`src/pkg/line_self_bus_pkg.sv`:
```
// Purpose: shared constants and types for the line/self/bus control-status bank
// Assumes: 16-bit registers reached over the chip's internal register port
// Notes:   all timing counts derive from the 50 MHz reference clock
package line_self_bus_pkg;

  // ==========================================================
  // register offsets and identifiers
  localparam logic [9:0] OFF_SELF_CTL = 10'h114;
  localparam logic [9:0] OFF_BUS_CTL  = 10'h116;
  localparam logic [9:0] OFF_LINE_ST  = 10'h134;
  localparam logic [9:0] OFF_SELF_ST  = 10'h136;
  localparam logic [9:0] OFF_BUS_ST   = 10'h138;

  localparam logic [5:0] ID_LINE_ST   = 6'h14;
  localparam logic [5:0] ID_SELF_CTL  = 6'h15;
  localparam logic [5:0] ID_SELF_ST   = 6'h16;
  localparam logic [5:0] ID_BUS_CTL   = 6'h17;
  localparam logic [5:0] ID_BUS_ST    = 6'h18;

  // ==========================================================
  // reset values and writable masks
  localparam logic [15:0] RST_SELF_CTL = 16'h0015;
  localparam logic [15:0] RST_BUS_CTL  = 16'h0017;
  localparam logic [15:0] MASK_SELF_CTL = 16'hf740;
  localparam logic [15:0] MASK_BUS_CTL  = 16'hbe40;

  // ==========================================================
  // field positions
  localparam int B_LINK_ALIVE = 7;
  localparam int B_AUI_ACT    = 8;
  localparam int B_TP_ACT     = 9;
  localparam int B_POL_GOOD   = 12;
  localparam int B_CRS        = 14;
  localparam int B_CHIP_RST   = 6;
  localparam int B_SUSPEND    = 8;
  localparam int B_SLEEP_EN   = 9;
  localparam int B_STANDBY    = 10;
  localparam int B_GPO0_SEL   = 12;
  localparam int B_GPO1_SEL   = 13;
  localparam int B_GPO0_LVL   = 14;
  localparam int B_GPO1_LVL   = 15;
  localparam int B_PNP_OFF    = 6;
  localparam int B_INIT_DONE  = 7;
  localparam int B_ROM_BUSY   = 8;
  localparam int B_ROM_DET    = 9;
  localparam int B_ROM_CSUM   = 10;
  localparam int B_ROM_SMALL  = 12;
  localparam int B_DMA_CLR    = 6;
  localparam int B_MATCH_LOW  = 9;
  localparam int B_MEM_EN     = 10;
  localparam int B_BURST_LIM  = 11;
  localparam int B_WAIT_OFF   = 12;
  localparam int B_BUF_LARGE  = 13;
  localparam int B_IRQ_GATE   = 15;
  localparam int B_BID_REJ    = 7;
  localparam int B_TX_SPACE   = 8;

  // ==========================================================
  // timing
  localparam int CLK_HZ        = 50_000_000;
  localparam int CLK_NS        = 20;
  localparam int LINK_FAIL_MS  = 50;
  localparam int LINK_FAIL_CYC = LINK_FAIL_MS * (CLK_HZ / 1000);
  localparam int BIT_NS        = 100;
  localparam int CRS_DROP_BX10 = 18;       // 1.8 bit times, inside 1.3..2.3
  localparam int CRS_DROP_CYC  = (CRS_DROP_BX10 * BIT_NS) / (10 * CLK_NS);
  localparam int BURST_NS      = 28_000;
  localparam int BURST_CYC     = BURST_NS / CLK_NS;          // longest: round down
  localparam int GAP_NS        = 1_300;
  localparam int GAP_CYC       = (GAP_NS + CLK_NS - 1) / CLK_NS; // least: round up
  localparam int MAX_LEN_CRC   = 1514;
  localparam int MAX_LEN_RAW   = 1518;

  // ==========================================================
  // register port request
  typedef struct packed {
    logic        wr;
    logic        rd;
    logic [9:0]  addr;
    logic [15:0] wdata;
  } reg_req_t;

endpackage

```
`src/verilog/line_self_bus_regs.sv`:
```
// Purpose: line status, self control/status and bus control/status registers
// Assumes: receiver, eeprom engine and bus front end run on ref_clk
// Notes:   sleep and rom serial-in pins are synchronised here
`timescale 1ns/10ps

// Functional notes
// - low six bits always read register identifier
// - link_alive clears after reset or 50 ms silence
// - bits 8/9 flag active attachment port
// - polarity bit shows truth; fix unless disabled
// - carrier drops about two bits after data
// - reset bit starts chip reset, self clears
// - soft suspend resets line, bus and dma logic; self control, rom status, power and led outputs kept
// - any io write in space leaves suspend
// - enabled sleep pin selects standby or suspend
// - host bits drive gpo pins, inverted level
// - reset values 0015 and 0017, rom may load
// - init_done after init; pnp_off from rom
// - rom busy mirrors chip select; host waits
// - rom detect strap, checksum, size flags
// - dma clear bit terminates, flushes, zeroes once
// - mcs16 on high address match, optionally low
// - memory mode gated, io always enabled
// - burst limit 28 us then 1.3 us gap
// - wait-state pin only on read cycles
// - buffer size select and interrupt gate
// - bid reject on oversize frame, not short
// - tx space is a pollable level
// - no link and no override blocks packets
module line_self_bus_regs
  import line_self_bus_pkg::*;
#(
  parameter int LINK_FAIL_CYCLES = LINK_FAIL_CYC
) (
  input  wire logic                        ref_clk,
  input  wire logic                        rst,
  // register port
  input  wire line_self_bus_pkg::reg_req_t reg_req,
  input  wire logic                        io_write_hit,
  output logic [15:0]                      reg_rdata,
  output logic                             reg_rvalid,
  // receiver and line
  input  wire logic                        link_activity,
  input  wire logic                        link_test_off,
  input  wire logic                        aui_active,
  input  wire logic                        rx_pol_normal,
  input  wire logic                        polarity_fix_disable,
  input  wire logic                        rx_frame,
  input  wire logic                        rx_data_rec,
  output logic                             rx_pol_invert,
  output logic                             pkt_enable,
  output logic                             link_pulses_only,
  // chip power and reset
  input  wire logic                        sleep_pin_n,
  output logic                             chip_reset_out,
  output logic                             part_reset_out,
  output logic                             hw_standby,
  output logic                             hw_suspend,
  // leds and host outputs
  input  wire logic                        rx_bus_activity,
  output logic                             gpo0_pin,
  output logic                             gpo1_pin,
  // eeprom
  input  wire logic                        rom_serial_in,
  input  wire logic                        rom_chip_select,
  input  wire logic                        rom_load_valid,
  input  wire logic [15:0]                 rom_self_ctl,
  input  wire logic [15:0]                 rom_bus_ctl,
  input  wire logic                        rom_done,
  input  wire logic                        rom_csum_ok,
  input  wire logic                        rom_size64,
  input  wire logic                        rom_pnp_off,
  // isa side
  input  wire logic [6:0]                  la_addr,
  input  wire logic [3:0]                  sa_addr,
  input  wire logic [6:0]                  mem_base_hi,
  input  wire logic [3:0]                  mem_base_lo,
  input  wire logic                        mem_cycle,
  input  wire logic                        io_rd_cycle,
  input  wire logic                        mem_rd_cycle,
  input  wire logic                        need_wait,
  output logic                             mcs16_n,
  output logic                             mem_space_en,
  output logic                             iochrdy_o,
  output logic                             iochrdy_oe,
  // receive dma
  input  wire logic                        rx_dma_want,
  output logic                             rx_dma_req,
  output logic                             rx_dma_ptr_clear,
  output logic                             rx_dma_buf_large,
  output logic                             irq_gate,
  // transmit bid
  input  wire logic                        tx_bid_valid,
  input  wire logic [10:0]                 tx_bid_len,
  input  wire logic                        crc_insert_off,
  input  wire logic                        tx_space_in
);

  // ==========================================================
  // helpers
  // address hit on a register write or read
  function automatic logic hit(input logic [9:0] a, input logic [9:0] off);
    return a == off;
  endfunction

  // place a six-bit identifier under the status bits
  function automatic logic [15:0] with_id(input logic [15:0] v, input logic [5:0] id);
    return {v[15:6], id};
  endfunction

  // ==========================================================
  // state
  logic        chip_rst_r;            // pending chip-wide reset, one cycle
  logic        any_rst;               // hard or chip reset
  logic        part_rst;              // any reset or suspend
  logic [15:0] self_ctl_r;            // stored control bits only
  logic [15:0] bus_ctl_r;
  logic        sleep_s1_r;            // sleep pin synchroniser
  logic        sleep_s2_r;
  logic        rom_s1_r;              // rom serial-in synchroniser
  logic        rom_s2_r;
  logic        strap_done_r;          // rom presence captured
  logic        rom_det_r;
  logic        init_done_r;
  logic        csum_r;
  logic        small_r;
  logic        pnp_off_r;
  logic        rom_busy_r;
  logic        link_alive_r;
  logic [31:0] link_cnt_r;
  logic        crs_r;
  logic [7:0]  crs_cnt_r;
  logic        data_d_r;
  logic        pol_r;
  logic        aui_r;
  logic        bid_rej_r;
  logic        tx_space_r;
  logic [10:0] dma_cnt_r;
  logic        dma_gap_r;
  logic        suspend;
  logic        wr_self;
  logic        wr_bus;
  logic        bid_bad;

  // any reset returns the self control bits; suspend does not
  assign any_rst  = rst | chip_rst_r;
  assign suspend  = self_ctl_r[B_SUSPEND];
  assign part_rst = any_rst | suspend;
  assign wr_self  = reg_req.wr & hit(reg_req.addr, OFF_SELF_CTL);
  assign wr_bus   = reg_req.wr & hit(reg_req.addr, OFF_BUS_CTL);
  // crc appended by device needs four bytes of headroom
  assign bid_bad  = crc_insert_off ? (tx_bid_len > 11'(MAX_LEN_RAW))
                                   : (tx_bid_len > 11'(MAX_LEN_CRC));

  // ==========================================================
  // chip reset request: the bit lives one cycle, the reset it starts clears it
  always_ff @(posedge ref_clk) begin
    if (rst) begin
      chip_rst_r <= 1'b0;
    end else if (chip_rst_r) begin
      chip_rst_r <= 1'b0;
    end else begin
      chip_rst_r <= wr_self & reg_req.wdata[B_CHIP_RST];
    end
  end

  // ==========================================================
  // self control register
  always_ff @(posedge ref_clk) begin
    if (any_rst) begin
      self_ctl_r <= RST_SELF_CTL & MASK_SELF_CTL;
    end else if (wr_self) begin
      // only defined bits are kept; identifier ignored
      self_ctl_r <= reg_req.wdata & MASK_SELF_CTL & ~(16'h0001 << B_CHIP_RST);
    end else if (suspend && io_write_hit) begin
      self_ctl_r[B_SUSPEND] <= 1'b0;
    end else if (rom_load_valid && rom_det_r) begin
      self_ctl_r <= rom_self_ctl & MASK_SELF_CTL & ~(16'h0001 << B_CHIP_RST);
    end
  end

  // ==========================================================
  // bus control register; dma clear bit is act-once
  always_ff @(posedge ref_clk) begin
    if (part_rst) begin
      bus_ctl_r <= RST_BUS_CTL & MASK_BUS_CTL;
    end else if (wr_bus) begin
      bus_ctl_r <= reg_req.wdata & MASK_BUS_CTL;
    end else if (rom_load_valid && rom_det_r) begin
      bus_ctl_r <= rom_bus_ctl & MASK_BUS_CTL & ~(16'h0001 << B_DMA_CLR);
    end else begin
      bus_ctl_r[B_DMA_CLR] <= 1'b0;
    end
  end

  // dma clear pulse: one cycle per written one
  always_ff @(posedge ref_clk) begin
    if (part_rst) begin
      rx_dma_ptr_clear <= 1'b0;
    end else begin
      rx_dma_ptr_clear <= wr_bus & reg_req.wdata[B_DMA_CLR];
    end
  end

  // ==========================================================
  // pin synchronisers; first stage feeds only the second
  always_ff @(posedge ref_clk) begin
    rom_s1_r <= rom_serial_in;
    rom_s2_r <= rom_s1_r;
    if (rst) begin
      sleep_s1_r <= 1'b1;
      sleep_s2_r <= 1'b1;
    end else begin
      sleep_s1_r <= sleep_pin_n;
      sleep_s2_r <= sleep_s1_r;
    end
  end

  // ==========================================================
  // eeprom strap and status; strap caught once after release
  always_ff @(posedge ref_clk) begin
    if (any_rst) begin
      strap_done_r <= 1'b0;
      rom_det_r    <= 1'b0;
      init_done_r  <= 1'b0;
      csum_r       <= 1'b0;
      small_r      <= 1'b0;
      pnp_off_r    <= 1'b0;
    end else if (!strap_done_r) begin
      // unreset rom synchroniser already holds the pin
      strap_done_r <= 1'b1;
      rom_det_r    <= rom_s2_r;
    end else if (!init_done_r) begin
      if (!rom_det_r) begin
        init_done_r <= 1'b1;
      end else if (rom_done) begin
        init_done_r <= 1'b1;
        csum_r      <= rom_csum_ok;
        small_r     <= rom_size64;
        pnp_off_r   <= rom_pnp_off;
      end
    end
  end

  // busy flag follows the chip select output
  always_ff @(posedge ref_clk) begin
    if (rst) begin
      rom_busy_r <= 1'b0;
    end else begin
      rom_busy_r <= rom_chip_select;
    end
  end

  // ==========================================================
  // link integrity timer; activity restarts the count
  always_ff @(posedge ref_clk) begin
    if (part_rst) begin
      link_alive_r <= 1'b0;
      link_cnt_r   <= '0;
    end else if (link_activity) begin
      link_alive_r <= 1'b1;
      link_cnt_r   <= '0;
    end else if (link_cnt_r >= 32'(LINK_FAIL_CYCLES - 1)) begin
      link_alive_r <= 1'b0;
    end else begin
      link_cnt_r   <= link_cnt_r + 32'd1;
    end
  end

  // ==========================================================
  // carrier sense: hold after the last rising edge of recovered data
  always_ff @(posedge ref_clk) begin
    if (part_rst) begin
      crs_r     <= 1'b0;
      crs_cnt_r <= '0;
      data_d_r  <= 1'b0;
    end else begin
      data_d_r <= rx_data_rec;
      if (rx_data_rec && !data_d_r) begin
        crs_cnt_r <= 8'(CRS_DROP_CYC);
      end else if (crs_cnt_r != 8'h00) begin
        crs_cnt_r <= crs_cnt_r - 8'h01;
      end
      // frame start raises carrier, count expiry after frame ends drops it
      if (rx_frame) begin
        crs_r <= 1'b1;
      end else if (crs_cnt_r <= 8'h01 && !(rx_data_rec && !data_d_r)) begin
        crs_r <= 1'b0;
      end
    end
  end

  // ==========================================================
  // line state, polarity and link gating
  always_ff @(posedge ref_clk) begin
    if (part_rst) begin
      pol_r            <= 1'b1;
      aui_r            <= 1'b0;
      rx_pol_invert    <= 1'b0;
      pkt_enable       <= 1'b0;
      link_pulses_only <= 1'b0;
    end else begin
      pol_r            <= rx_pol_normal;
      aui_r            <= aui_active;
      rx_pol_invert    <= !rx_pol_normal && !polarity_fix_disable;
      pkt_enable       <= link_alive_r || link_test_off || aui_active;
      link_pulses_only <= !aui_active && !link_alive_r && !link_test_off;
    end
  end

  // ==========================================================
  // power modes and reset outputs
  always_ff @(posedge ref_clk) begin
    if (any_rst) begin
      hw_standby     <= 1'b0;
      hw_suspend     <= 1'b0;
      part_reset_out <= 1'b0;
    end else begin
      hw_standby     <= self_ctl_r[B_SLEEP_EN] && !sleep_s2_r && self_ctl_r[B_STANDBY];
      hw_suspend     <= self_ctl_r[B_SLEEP_EN] && !sleep_s2_r && !self_ctl_r[B_STANDBY];
      part_reset_out <= suspend && !(io_write_hit);
    end
  end

  // chip reset output mirrors the pending request, also on hard reset
  always_ff @(posedge ref_clk) begin
    chip_reset_out <= any_rst;
  end

  // ==========================================================
  // led pins; host level is active low on the pin
  always_ff @(posedge ref_clk) begin
    if (any_rst) begin
      gpo0_pin <= 1'b1;
      gpo1_pin <= 1'b1;
    end else begin
      gpo0_pin <= self_ctl_r[B_GPO0_SEL] ? !self_ctl_r[B_GPO0_LVL] : !link_alive_r;
      gpo1_pin <= self_ctl_r[B_GPO1_SEL] ? !self_ctl_r[B_GPO1_LVL] : !rx_bus_activity;
    end
  end

  // ==========================================================
  // isa decode: memory chip select and wait states
  always_ff @(posedge ref_clk) begin
    if (part_rst) begin
      mcs16_n          <= 1'b1;
      mem_space_en     <= 1'b0;
      iochrdy_o        <= 1'b0;
      iochrdy_oe       <= 1'b0;
      rx_dma_buf_large <= 1'b0;
      irq_gate         <= 1'b0;
    end else begin
      mcs16_n <= !(bus_ctl_r[B_MEM_EN] && la_addr == mem_base_hi &&
                   (!bus_ctl_r[B_MATCH_LOW] || sa_addr == mem_base_lo));
      // io mode needs no enable; memory cycles are gated here only
      mem_space_en     <= bus_ctl_r[B_MEM_EN];
      iochrdy_o        <= 1'b0;
      iochrdy_oe       <= !bus_ctl_r[B_WAIT_OFF] && need_wait &&
                          (io_rd_cycle || (mem_rd_cycle && mem_cycle && bus_ctl_r[B_MEM_EN]));
      rx_dma_buf_large <= bus_ctl_r[B_BUF_LARGE];
      irq_gate         <= bus_ctl_r[B_IRQ_GATE];
    end
  end

  // ==========================================================
  // receive dma burst limiter; a clear aborts the burst
  always_ff @(posedge ref_clk) begin
    if (part_rst || rx_dma_ptr_clear) begin
      dma_cnt_r  <= '0;
      dma_gap_r  <= 1'b0;
      rx_dma_req <= 1'b0;
    end else if (dma_gap_r) begin
      rx_dma_req <= 1'b0;
      if (dma_cnt_r >= 11'(GAP_CYC - 1)) begin
        dma_gap_r <= 1'b0;
        dma_cnt_r <= '0;
      end else begin
        dma_cnt_r <= dma_cnt_r + 11'd1;
      end
    end else if (rx_dma_want) begin
      if (bus_ctl_r[B_BURST_LIM] && dma_cnt_r >= 11'(BURST_CYC - 1)) begin
        dma_gap_r  <= 1'b1;
        dma_cnt_r  <= '0;
        rx_dma_req <= 1'b0;
      end else begin
        rx_dma_req <= 1'b1;
        dma_cnt_r  <= dma_cnt_r + 11'd1;
      end
    end else begin
      rx_dma_req <= 1'b0;
      dma_cnt_r  <= '0;
    end
  end

  // ==========================================================
  // transmit bid status; a new acceptable bid clears the error
  always_ff @(posedge ref_clk) begin
    if (part_rst) begin
      bid_rej_r  <= 1'b0;
      tx_space_r <= 1'b0;
    end else begin
      tx_space_r <= tx_space_in;
      if (tx_bid_valid) begin
        bid_rej_r <= bid_bad;
      end
    end
  end

  // ==========================================================
  // read mux; answer one cycle after the read strobe
  always_ff @(posedge ref_clk) begin
    if (rst) begin
      reg_rdata  <= 16'h0000;
      reg_rvalid <= 1'b0;
    end else begin
      reg_rvalid <= reg_req.rd;
      if (!reg_req.rd) begin
        reg_rdata <= reg_rdata;
      end else if (hit(reg_req.addr, OFF_LINE_ST)) begin
        reg_rdata <= with_id({1'b0, crs_r, 1'b0, pol_r, 2'b00, !aui_r, aui_r,
                              link_alive_r, 7'h00}, ID_LINE_ST);
      end else if (hit(reg_req.addr, OFF_SELF_CTL)) begin
        reg_rdata <= with_id(self_ctl_r | (16'(chip_rst_r) << B_CHIP_RST), ID_SELF_CTL);
      end else if (hit(reg_req.addr, OFF_SELF_ST)) begin
        reg_rdata <= with_id({3'b000, small_r, 1'b0, csum_r, rom_det_r, rom_busy_r,
                              init_done_r, pnp_off_r, 6'h00}, ID_SELF_ST);
      end else if (hit(reg_req.addr, OFF_BUS_CTL)) begin
        reg_rdata <= with_id(bus_ctl_r, ID_BUS_CTL);
      end else if (hit(reg_req.addr, OFF_BUS_ST)) begin
        reg_rdata <= with_id({7'h00, tx_space_r, bid_rej_r, 7'h00}, ID_BUS_ST);
      end else begin
        reg_rdata <= 16'h0000;
      end
    end
  end

endmodule

```
`config.mk`:
```
export PLATFORM = sky130hd
export DESIGN_NAME = line_self_bus_regs
export DESIGN_NICKNAME = d
export VERILOG_FILES = /design/src/pkg/line_self_bus_pkg.sv /design/src/verilog/line_self_bus_regs.sv
export SDC_FILE = /design/constraint.sdc
export NUM_CORES = 1
export LEC_CHECK = 0
export BUFFER_PORTS_ARGS = -buffer_cell sky130_fd_sc_hd__buf_2
export CORE_UTILIZATION = 51
export DETAILED_ROUTE_END_ITERATION = 10
export PLACE_DENSITY = 0.79
export SYNTH_ARGS = -nofsm -noshare
export SYNTH_HDL_FRONTEND = slang
export SYNTH_SLANG_ARGS = --single-unit
```
`constraint.sdc`:
```
create_clock -name ref_clk -period 2.39 [get_ports ref_clk]
set_input_delay 0.3585 -clock ref_clk [delete_from_list [all_inputs] [get_ports ref_clk]]
set_output_delay 0.3585 -clock ref_clk [all_outputs]
set_load 0.1 [all_outputs]
```
==> metrics.md, run 1 <==
| Metric | Value |
|---|---|
| DRC | `0` |
| IO buf count | `about 130` |
| Ant. Diodes | `0` |
| Slew Limit Headroom | `62.5%` |
| Initial Util | `52.5%` |
| # fillers | `781` |
| CTS tree | `done` |
| Max frequency | `474 MHz` |
| Area Growth Syn to Fin | `26.9%` |
| Commonest non-fill, non-tap cell in the layout | `buf_2` |
| Area of the multi-input gates | `2560 µm²` |
| Clock root buffer | `clkbuf_8` |
| Max-slew violations | `0` |
| Post-synth EDFFs | `0` |
| Netlist cell types | `59` |
| HP Class | `input pin to flip-flop` |
| Leak Pwr | `2.75 nW` |
| Post-CTS sizing | `0` |
| Via count | `4,572` |
| Maximum vdd drop | `0.451 mV` |
| Asr flop ratio synth | `0%` |
| Worst Tran Pin Value | `0.561 ns` |
| CP max-delay cell | `or4_1` |
| Max_cap viols | `0` |
| IO Count | `154` |
| CP Max Fanout | `18` |
| Core Region | `around 9700 µm²` |
| Syn avg cell area | `9.23 µm²` |
| Largest net degree at the start of global routing | `44` |
| Clock latency on the worst-skew pair | `roughly 0.50 ns` |
| Setup violations, final | `0` |
| CTS Hold Bufs | `2` |
| Global-route wire length before repair | `~20,000 µm` |
| Drt pass-1 iters | `8` |
| Finished layout cell area | `6480 µm²` |
| Buffers & Inverters on Critical Path | `1` |
| Fin Setup TNS | `0 ns` |
| Overall routing resource usage | `24.7%` |
| CP top delay family | `compound AO/OA/AOI/OAI gates` |
| Sequential fraction of the synthesis area | `45.9%` |
| Vias in the first global route | `4,422` |
| CP Class | `flip-flop to flip-flop` |
| Via density | `5.54` |
| Final period util | `88.3%` |
| CTS sink count | `117` |
| Nets | `807` |
| H-tree levels | `4` |
| Die ar. | `~10,000 µm²` |
| Post-CTS Setup Inserts | `0` |
| Final min period | `2.11 ns` |
| Largest stage delay, worst path | `0.54 ns` |
| Clock transition at path regs | `0.06 ns` |
| Share of cells above drive strength 1 | `between 20% and 30%` |
| Register Area | `2340 µm²` |
| Crit path launch type | `flip-flop` |
| Critical Path Sink Type | `flip-flop` |
| Site Rows | `36` |
| GP Congestion | `roughly 0.82` |
| Hold WS | `~0.043 ns` |
| Initial antenna violation count | `0` |
| Mapped Area | `~5100 µm²` |
| Die H | `102 µm` |
| WP data arrival | `2.52 ns` |
| DRT iter0 DRCs | `roughly 160` |
| Hpwl dp | `slightly below 9000 µm` |
| Cells after Synth | `553` |
| Post-layout util | `66.6%` |
| CTS Buf Count | `17` |
| Overflow after GRT | `0` |
| Commonest cells after routing, fill and taps aside | `buf_2 (125), dfxtp_1 (117), nor2_1 (54), a21oi_1 (37)` |
| Area of placed instances | `5830 µm²` |
| RSZ-0062 raised after global routing | `no` |
| Pwr Density | `around 870 nW/µm²` |
| Antenna-violating nets left | `0` |
| Synth warnings | `0` |
| DIE WIDTH | `102 µm` |
| Synthesis-stage register bit count | `117` |
| WL final | `12,500 µm` |
| Average wire per standard cell | `around 15 µm` |
| WP data required | `2.81 ns` |
| Status | `finished clean` |
| CP Cell Sequence | `a211o_1, a211oi_2, a21oi_4, buf_4, or4_1, a21oi_1` |
| PnR Total Power | `around 5.6 mW` |
| Clock Path Buffers | `2` |
| Skew final | `roughly 0.009 ns` |
| Final Hold Fails | `0` |
| Synth Flop Type | `dfxtp_1` |
[synth_stat cells (all sizes together) (2+ instances only)]
cell type | n | area (µm²)
nand3 | 31 | 155
xnor2 | 6 | 52.6
nand2 | 31 | 116
a31oi | 2 | 12.5
mux2i | 20 | 200
dfxtp | 117 | 2340
nor4b | 4 | 35.0
a22o | 4 | 35.0
or2 | 5 | 31.3
xor2 | 20 | 175
nand2b | 18 | 113
mux2 | 6 | 67.6
o21ai | 7 | 35.0
inv | 10 | 37.5
and3 | 7 | 43.8
nor2b | 6 | 37.5
a21o | 2 | 15.0
nor3 | 6 | 30.0
clkbuf | 21 | 78.8
and4 | 3 | 26.3
ha | 6 | 75.1
a211o | 2 | 17.5
nand3b | 3 | 22.5
o31ai | 18 | 135
mux4 | 2 | 45.0
and2 | 17 | 106
nor4 | 7 | 43.8
nor2 | 55 | 209
or4 | 19 | 143
nand4 | 10 | 62.6
buf | 10 | 86.3
or3 | 4 | 25.0
nor3b | 2 | 15.0
a21oi | 38 | 201
o211ai | 4 | 30.0
a211oi | 17 | 133
[flip-flops by register name, indices dropped and copies added, names as in the netlist, 7 cells and up]
| signal | cells |
|---|---|
| reg_rdata | 15 |
| link_cnt_r | 32 |
| bus_ctl_r | 7 |
| crs_cnt_r | 8 |
| self_ctl_r | 7 |
| dma_cnt_r | 11 |
[area by class of cell]
type	instances	area share [%]
Multi-Input combinational cell	396	39.6
Sequential cell	117	36.1
Timing Repair Buffer	139	11.4
Clock buffer	18	6.60
Clock inverter	13	3.17
Tap cell	133	2.57
Inverter	10	0.579
[per-stage QoR]
step	instances	setup WS, ns
4_1_cts	826	0.259
2_1_floorplan	554	0.436
3_3_place_gp	793	0.340
3_5_place_dp	793	0.290
6_report	826	0.280
5_1_grt	826	0.0862
[routing by layer]
metal / global-route usage, % / share of wire, % / routed length (µm)
met1: 28.4 / 42 / 5200
met2: 45.0 / 51 / 6400
met3: 5.13 / 5.2 / 643
met4: 9.23 / 1.8 / 221
met5: 0 / 0 / 0
[cell families (layout without fill, tap and decap cells)]
family	after synthesis	in the layout	share of synthesized area (%)
fa+ha+maj	7	7	1.67
flops	117	117	45.9
simple gates	233	233	24.8
other cells	1	2	0.0734
xor+xnor	26	26	4.46
buf+inv	41	180	3.97
mux	28	28	6.13
compound gates	100	100	13.1
[where the power goes]
group / total [mW] / leakage (nW) / switching, mW / internal, mW
Sequential: 2.15 / 0.952 / 0.0959 / 2.05
Clock: 2.71 / 0.303 / 0.891 / 1.82
Combinational: 0.755 / 1.49 / 0.437 / 0.318
Total: 5.61 / 2.75 / 1.42 / 4.19
[final timing paths]
check | startpoint | end | slack (ns) | cells past startpoint
worst max-delay path | link_cnt_r[11] | link_cnt_r[11] | 0.28 | 6
worst min-delay path | sleep_pin_n | sleep_s1_r | 0.04 | 2
worst max register to register | link_cnt_r[11] | link_cnt_r[11] | 0.28 | 6
worst min register to register | rom_s1_r | rom_s2_r | 0.33 | 0
Power figures use the tool's default switching activity.
==> run 2, diff against run 1 <==
Settings changed: PLACE_DENSITY 0.79 to 0.9.
==> run 2 against run 1 <==
Effect of this change:
- cell count shrank 0.24%
- first-iteration DRC count grew 86%
- count of clock-buffer cells in the layout is the same
- flip-flop and latch count is the same
- critical endpoint is now link_cnt_r[18]
- largest power group unchanged
==> metrics.md, run 2 (synthesized netlist as in run 1, its figures left out) <==
| Metric | Value |
|---|---|
| Status | `finished clean` |
| IO Count | `154 (unchanged)` |
| CP Max Fanout | `7 (-11)` |
| Via count | `4,717 (+3.2%)` |
| Die ar. | `10,400 µm² (unchanged)` |
| WP data arrival | `2.52 ns (about the same)` |
| Net Sw Frac | `25.9% (+0.57 points)` |
| Maximum vdd drop | `0.485 mV (+7.5%)` |
| Core Region | `9730 µm² (unchanged)` |
| Initial Util | `52.5% (unchanged)` |
| DRC | `0 (unchanged)` |
| H-tree levels | `4 (unchanged)` |
| Initial antenna violation count | `0 (unchanged)` |
| Clock power share | `48.0% (-0.3 points)` |
| Max-slew violations | `0 (unchanged)` |
| Sequential Power Share | `38.4% (about the same)` |
| Leak Pwr | `2.73 nW (-0.58%)` |
| Largest regs | `link_cnt_r: 32 flops, reg_rdata: 15 flops, dma_cnt_r: 11 flops` |
| Via density | `5.72 (+3.4%)` |
| Hpwl dp | `8870 µm (+1.3%)` |
| GP Congestion | `0.849 (+3.1%)` |
| Area Growth Syn to Fin | `26.4%` |
| IO buf count | `125 (unchanged)` |
| Drt pass-1 iters | `5 (-3)` |
| Nets | `805 (-0.25%)` |
| Internal power | `4.16 mW (-0.74%)` |
| Global-route wire length before repair | `21,300 µm (+6.0%)` |
| Overall routing resource usage | `26.7% (+2.0 points)` |
| CTS Hold Bufs | `2 (unchanged)` |
| Clock Path Buffers | `2 (unchanged)` |
| Final Hold Fails | `0 (unchanged)` |
| Vias in the first global route | `4,579 (+3.6%)` |
| Die H | `102 µm (unchanged)` |
| # fillers | `707 (-9.5%)` |
| Skew final | `0.00871 ns (-0.000559 ns)` |
| Crit path launch type | `flip-flop` |
| Antenna-violating nets left | `0 (unchanged)` |
| Comb pwr share | `13.6% (about the same)` |
| Overflow after GRT | `0 (unchanged)` |
| WP data required | `2.84 ns (+0.03 ns)` |
| Slew Limit Headroom | `60.6% (-2.0 points)` |
| Post-CTS Setup Inserts | `0 (unchanged)` |
| Max_cap viols | `0 (unchanged)` |
| Share of cells above drive strength 1 | `26.2% (-0.36 points)` |
| Total net switching power | `1.46 mW (+2.3%)` |
| Final min period | `2.07 ns (-0.0394 ns)` |
| Average wire per standard cell | `16.0 µm (+6.2%)` |
| WL final | `13,200 µm (+5.9%)` |
| Top reg by flops | `link_cnt_r` |
| Clock latency on the worst-skew pair | `0.52 ns (+0.02 ns)` |
| DIE WIDTH | `102 µm (unchanged)` |
| Largest net degree at the start of global routing | `44 (unchanged)` |
| Ant. Diodes | `0 (unchanged)` |
| Final period util | `86.6% (-1.6 points)` |
| Area of placed instances | `5810 µm² (-0.26%)` |
| Post-CTS sizing | `0 (unchanged)` |
| CTS tree | `done` |
| Clock root buffer | `clkbuf_8` |
| CP Class | `flip-flop to flip-flop` |
| Finished layout cell area | `6450 µm² (-0.39%)` |
| Site Rows | `36 (unchanged)` |
| CTS sink count | `117 (unchanged)` |
| Critical Path Sink Type | `flip-flop` |
| Setup violations, final | `0 (unchanged)` |
| Max frequency | `483 MHz (+1.9%)` |
| Max reg flops | `32 (unchanged)` |
| CTS Buf Count | `17 (unchanged)` |
| Pwr Density | `870 nW/µm² (+0.42%)` |
| Fin Setup TNS | `0 ns (unchanged)` |
| DRT iter0 DRCs | `303 (+86%)` |
| Clock transition at path regs | `0.06 ns (about the same)` |
| Commonest cells after routing, fill and taps aside | `buf_2 (125), dfxtp_1 (117), nor2_1 (54), a21oi_1 (37)` |
| Commonest non-fill, non-tap cell in the layout | `buf_2` |
| RSZ-0062 raised after global routing | `no` |
| HP Class | `input pin to flip-flop` |
| Worst Tran Pin Value | `0.590 ns (+0.0292 ns)` |
run 2: worst max-delay path, cell delays in order (launching register included):
cell     delay (ns)
dfxtp_1        0.41
ha_1           0.25
nand4_1        0.14
nor2_1         0.43
nand4_1        0.19
or4_1          0.44
a21oi_1        0.15
run 2: path summary, 6_finish.rpt:
kind,slack (ns),from,cells after the start,to
hold / removal,0.03,sleep_pin_n,2,sleep_s1_r
setup reg to reg,0.32,link_cnt_r[0],6,link_cnt_r[18]
setup / recovery,0.32,link_cnt_r[0],6,link_cnt_r[18]
hold reg to reg,0.34,rom_s1_r,0,rom_s2_r
run 2: final cells by class:
type                       instances  area, µm²  area share [%]
inverter                          10       37.5           0.582
clock inverter                    13        205            3.18
sequential                       117       2340            36.3
tap                              133        166            2.58
clock buffer                      18        418            6.47
multi-input combinational        396       2560            39.7
timing repair buffer             137        721            11.2
run 2: power by group through the flow:
stage	clock (mW)	combinational, mW	sequential (mW)
finish	2.70	0.764	2.15
global route	2.81	0.845	2.16
CTS	2.72	0.756	2.15
detailed placement	0	0.743	2.19
global placement	0	0.696	2.18
floorplan	0	0.474	2.24
run 2: per-stage QoR:
step	instances	total power, mW	util [%]	setup slack [ns]	hold WS, ns
global route	824	5.82	66.3	0.132	0.0223
detailed placement	791	2.93	59.7	0.267	0.320
finish	824	5.61	66.3	0.320	0.0333
floorplan	554	2.72	-	0.436	0.310
global placement	791	2.88	59.7	0.406	0.324
CTS	824	5.62	66.3	0.316	0.0184
run 2: metal layers:
metal	global-route usage, %	up-vias	share of wire (%)
li1	-	2243	-
met1	28.2	2199	38
met2	46.5	215	51
met3	7.11	60	6.8
met4	17.8	0	4.6
met5	0	-	0
==> run 3, diff against run 2 <==
Settings changed: GPL_TIMING_DRIVEN set to 0.
==> run 3 against run 2 <==
Effect of this change:
- cell count is 2.2% higher
- die area stayed put
- sequential share of layout area about the same
- maximum frequency shrank 5.7%
- clock power down 14%
- non-clock buffer count up 19
- critical path depth is 1 higher
- power is 6.9% lower
- core utilization barely moved
==> metrics.md, run 3 (synthesized netlist as in run 1, its figures left out) <==
| Metric | Value |
|---|---|
| Via density | `5.64 (-1.5%)` |
| Max_cap viols | `0 (unchanged)` |
| Buffers & Inverters on Critical Path | `2 (+2)` |
| Nets | `824 (+2.4%)` |
| Site Rows | `36 (unchanged)` |
| Ant. Diodes | `0 (unchanged)` |
| Met3 WL | `928 µm (+4.0%)` |
| Crit path launch type | `flip-flop` |
| Worst Tran Pin Value | `0.827 ns (+0.237 ns)` |
| Comb pwr share | `14.7% (+1.1 points)` |
| Max frequency | `455 MHz (-5.7%)` |
| Area of the multi-input gates | `2560 µm² (unchanged)` |
| Reg2reg setup slack | `0.19 ns (-0.13 ns)` |
| Crit path depth | `7 (+1)` |
| Met2 WL | `6570 µm (-1.5%)` |
| Core Region | `9730 µm² (unchanged)` |
| CTS sink count | `117 (unchanged)` |
| Setup violations, final | `0 (unchanged)` |
| Max-slew violations | `0 (unchanged)` |
| Hold path depth | `2 (unchanged)` |
| Max layer used | `met4` |
| IO buf count | `123 (-1.6%)` |
| # fillers | `742 (+5.0%)` |
| DIE WIDTH | `102 µm (unchanged)` |
| Max reg flops | `32 (unchanged)` |
| HP Class | `input pin to flip-flop` |
| Die H | `102 µm (unchanged)` |
| Average wire per standard cell | `16.0 µm (-0.46%)` |
| Slew Limit Headroom | `44.4% (-16 points)` |
| Maximum vdd drop | `0.572 mV (+18%)` |
| Skew final | `0.00912 ns (+0.000413 ns)` |
| Vias in the first global route | `4,605 (+0.57%)` |
| CP Cell Sequence | `or4b_1, a211o_1, a21oi_4, buf_6, buf_8, nor3_1, a22o_1` |
| Via count | `4,747 (+0.64%)` |
| DRT iter0 DRCs | `317 (+4.6%)` |
| CP max-delay cell | `or4b_1` |
| CP Class | `flip-flop to flip-flop` |
| Drt pass-1 iters | `5 (unchanged)` |
| Final non-filler cell total | `842 (+2.2%)` |
| Met1 Wirelength | `5470 µm (+8.7%)` |
| R2R Path Start | `link_cnt_r[9]` |
| Placed insts | `810 (+2.4%)` |
| Clock transition at path regs | `0.06 ns (about the same)` |
| Register Area | `2340 µm² (unchanged)` |
| WP data arrival | `2.62 ns (+0.10 ns)` |
| Critical Path End | `link_cnt_r[21]` |
| Clock Path Buffers | `2 (unchanged)` |
| Clock root buffer | `clkbuf_8` |
| Leak Pwr | `2.72 nW (-0.47%)` |
| Global-route wire length before repair | `21,300 µm (+0.29%)` |
| RSZ-0062 raised after global routing | `no` |
| Final min period | `2.20 ns (+0.126 ns)` |
| Final Hold Fails | `0 (unchanged)` |
| WL final | `13,400 µm (+1.7%)` |
| Status | `finished clean` |
| Area Growth Syn to Fin | `26.3% (about the same)` |
| Hpwl dp | `9540 µm (+7.6%)` |
| Largest regs | `link_cnt_r: 32 flops, reg_rdata: 15 flops, dma_cnt_r: 11 flops` |
| Largest stage delay, worst path | `0.55 ns (+0.11 ns)` |
| Critical Path Sink Type | `flip-flop` |
| Net Sw Frac | `27.1% (+1.2 points)` |
| GP Congestion | `0.886 (+4.3%)` |
| Total net switching power | `1.42 mW (-2.6%)` |
| Final period util | `91.9% (+5.3 points)` |
| Sequential Power Share | `41.1% (+2.7 points)` |
| CP Max Fanout | `10 (+3)` |
| IO Count | `154 (unchanged)` |
| Commonest cells after routing, fill and taps aside | `buf_2 (125), dfxtp_1 (117), nor2_1 (54), a21oi_1 (37)` |
| Top reg by flops | `link_cnt_r` |
| Die ar. | `10,400 µm² (unchanged)` |
| Internal power | `3.81 mW (-8.3%)` |
| Post-CTS sizing | `0 (unchanged)` |
| Pwr Density | `810 nW/µm² (-6.8%)` |
| Reg2Reg Capture Point | `link_cnt_r[21]` |
| WP data required | `2.81 ns (-0.03 ns)` |
| CTS tree | `done` |
| H-tree levels | `4 (unchanged)` |
| Overall routing resource usage | `27.0% (+0.38 points)` |
| Largest net degree at the start of global routing | `17 (-61%)` |
| Overflow after GRT | `0 (unchanged)` |
| Share of cells above drive strength 1 | `24.8% (-1.4 points)` |
| Initial Util | `52.5% (unchanged)` |
| R2R depth | `7 (+1)` |
| Critical path startpoint | `link_cnt_r[9]` |
| CTS Buf Count | `17 (unchanged)` |
| Commonest non-fill, non-tap cell in the layout | `buf_2` |
| CP top delay family | `compound AO/OA/AOI/OAI gates` |
| Fin Setup TNS | `0 ns (unchanged)` |
| Antenna-violating nets left | `0 (unchanged)` |
| Initial antenna violation count | `0 (unchanged)` |
| Clock power share | `44.2% (-3.8 points)` |
| Clock latency on the worst-skew pair | `0.53 ns (about the same)` |
| DRC | `0 (unchanged)` |
-- run 3: cell types whose count changed in the layout (fill, tap and decap cells not counted), moves of 2 or more --
cell / delta
clkbuf_1: +21
buf_4: -7
bufinv_16: -4
clkbuf_8: +3
buf_1: +2
clkinv_2: +2
clkinvlp_4: -2
-- run 3: how the worst min path moves through the flow --
stage	from	to	slack, ns
CTS	sleep_pin_n	sleep_s1_r	0.0009
detailed placement	rom_s1_r	rom_s2_r	0.32
global route	sleep_pin_n	sleep_s1_r	0.003
floorplan	rom_s1_r	rom_s2_r	0.31
global placement	rom_s1_r	rom_s2_r	0.32
finish	sleep_pin_n	sleep_s1_r	0.009
-- run 3: layer usage --
metal	vias to the layer above	track usage (%)
li1	2289	-
met1	2178	29.4
met2	231	47.6
met3	49	7.52
met4	0	14.7
met5	-	0
-- run 3: timing repair --
item | in CTS | in global routing
endpoints found under the setup margin | 0 | 0
hold buffers | 2 | 0
setup buffers | 0 | 0
endpoints found under the hold margin | 2 | 0
-- run 3: layout make-up --
type / count / area share, %
inverter: 10 / 0.582
buffer: 31 / 2.56
timing repair buffer: 125 / 9.85
multi-input combinational: 396 / 39.8
clock inverter: 9 / 1.24
tap: 133 / 2.58
clock buffer: 21 / 7.12
sequential: 117 / 36.3
-- run 3: power groups by stage --
stage | logic (mW) | clock network (mW) | registers [mW]
floorplan | 0.474 | 0 | 2.24
global placement | 0.705 | 0 | 2.18
detailed placement | 0.744 | 0 | 2.19
CTS | 0.760 | 2.33 | 2.15
global route | 0.842 | 2.41 | 2.17
finish | 0.768 | 2.31 | 2.15
-- run 3: through the flow --
stage                     total power [mW]  utilization, %  instance area [µm²]  hold WS [ns]  setup WS [ns]
after floorplan                       2.72               -                 5110         0.310          0.436
after global placement                2.89            60.6                 5890         0.322          0.246
after detailed placement              2.93            60.6                 5890         0.321          0.230
after CTS                             5.24            66.3                 6450      0.000933          0.202
after global routing                  5.41            66.3                 6450       0.00314         0.0632
final                                 5.23            66.3                 6450       0.00928          0.194
-- run 3: worst register-to-register path: stages (launching register included) --
cell and delay [ns]:
dfxtp_1 0.35, or4b_1 0.55, a211o_1 0.32, a21oi_4 0.28
buf_6 0.20, buf_8 0.14, nor3_1 0.06, a22o_1 0.18
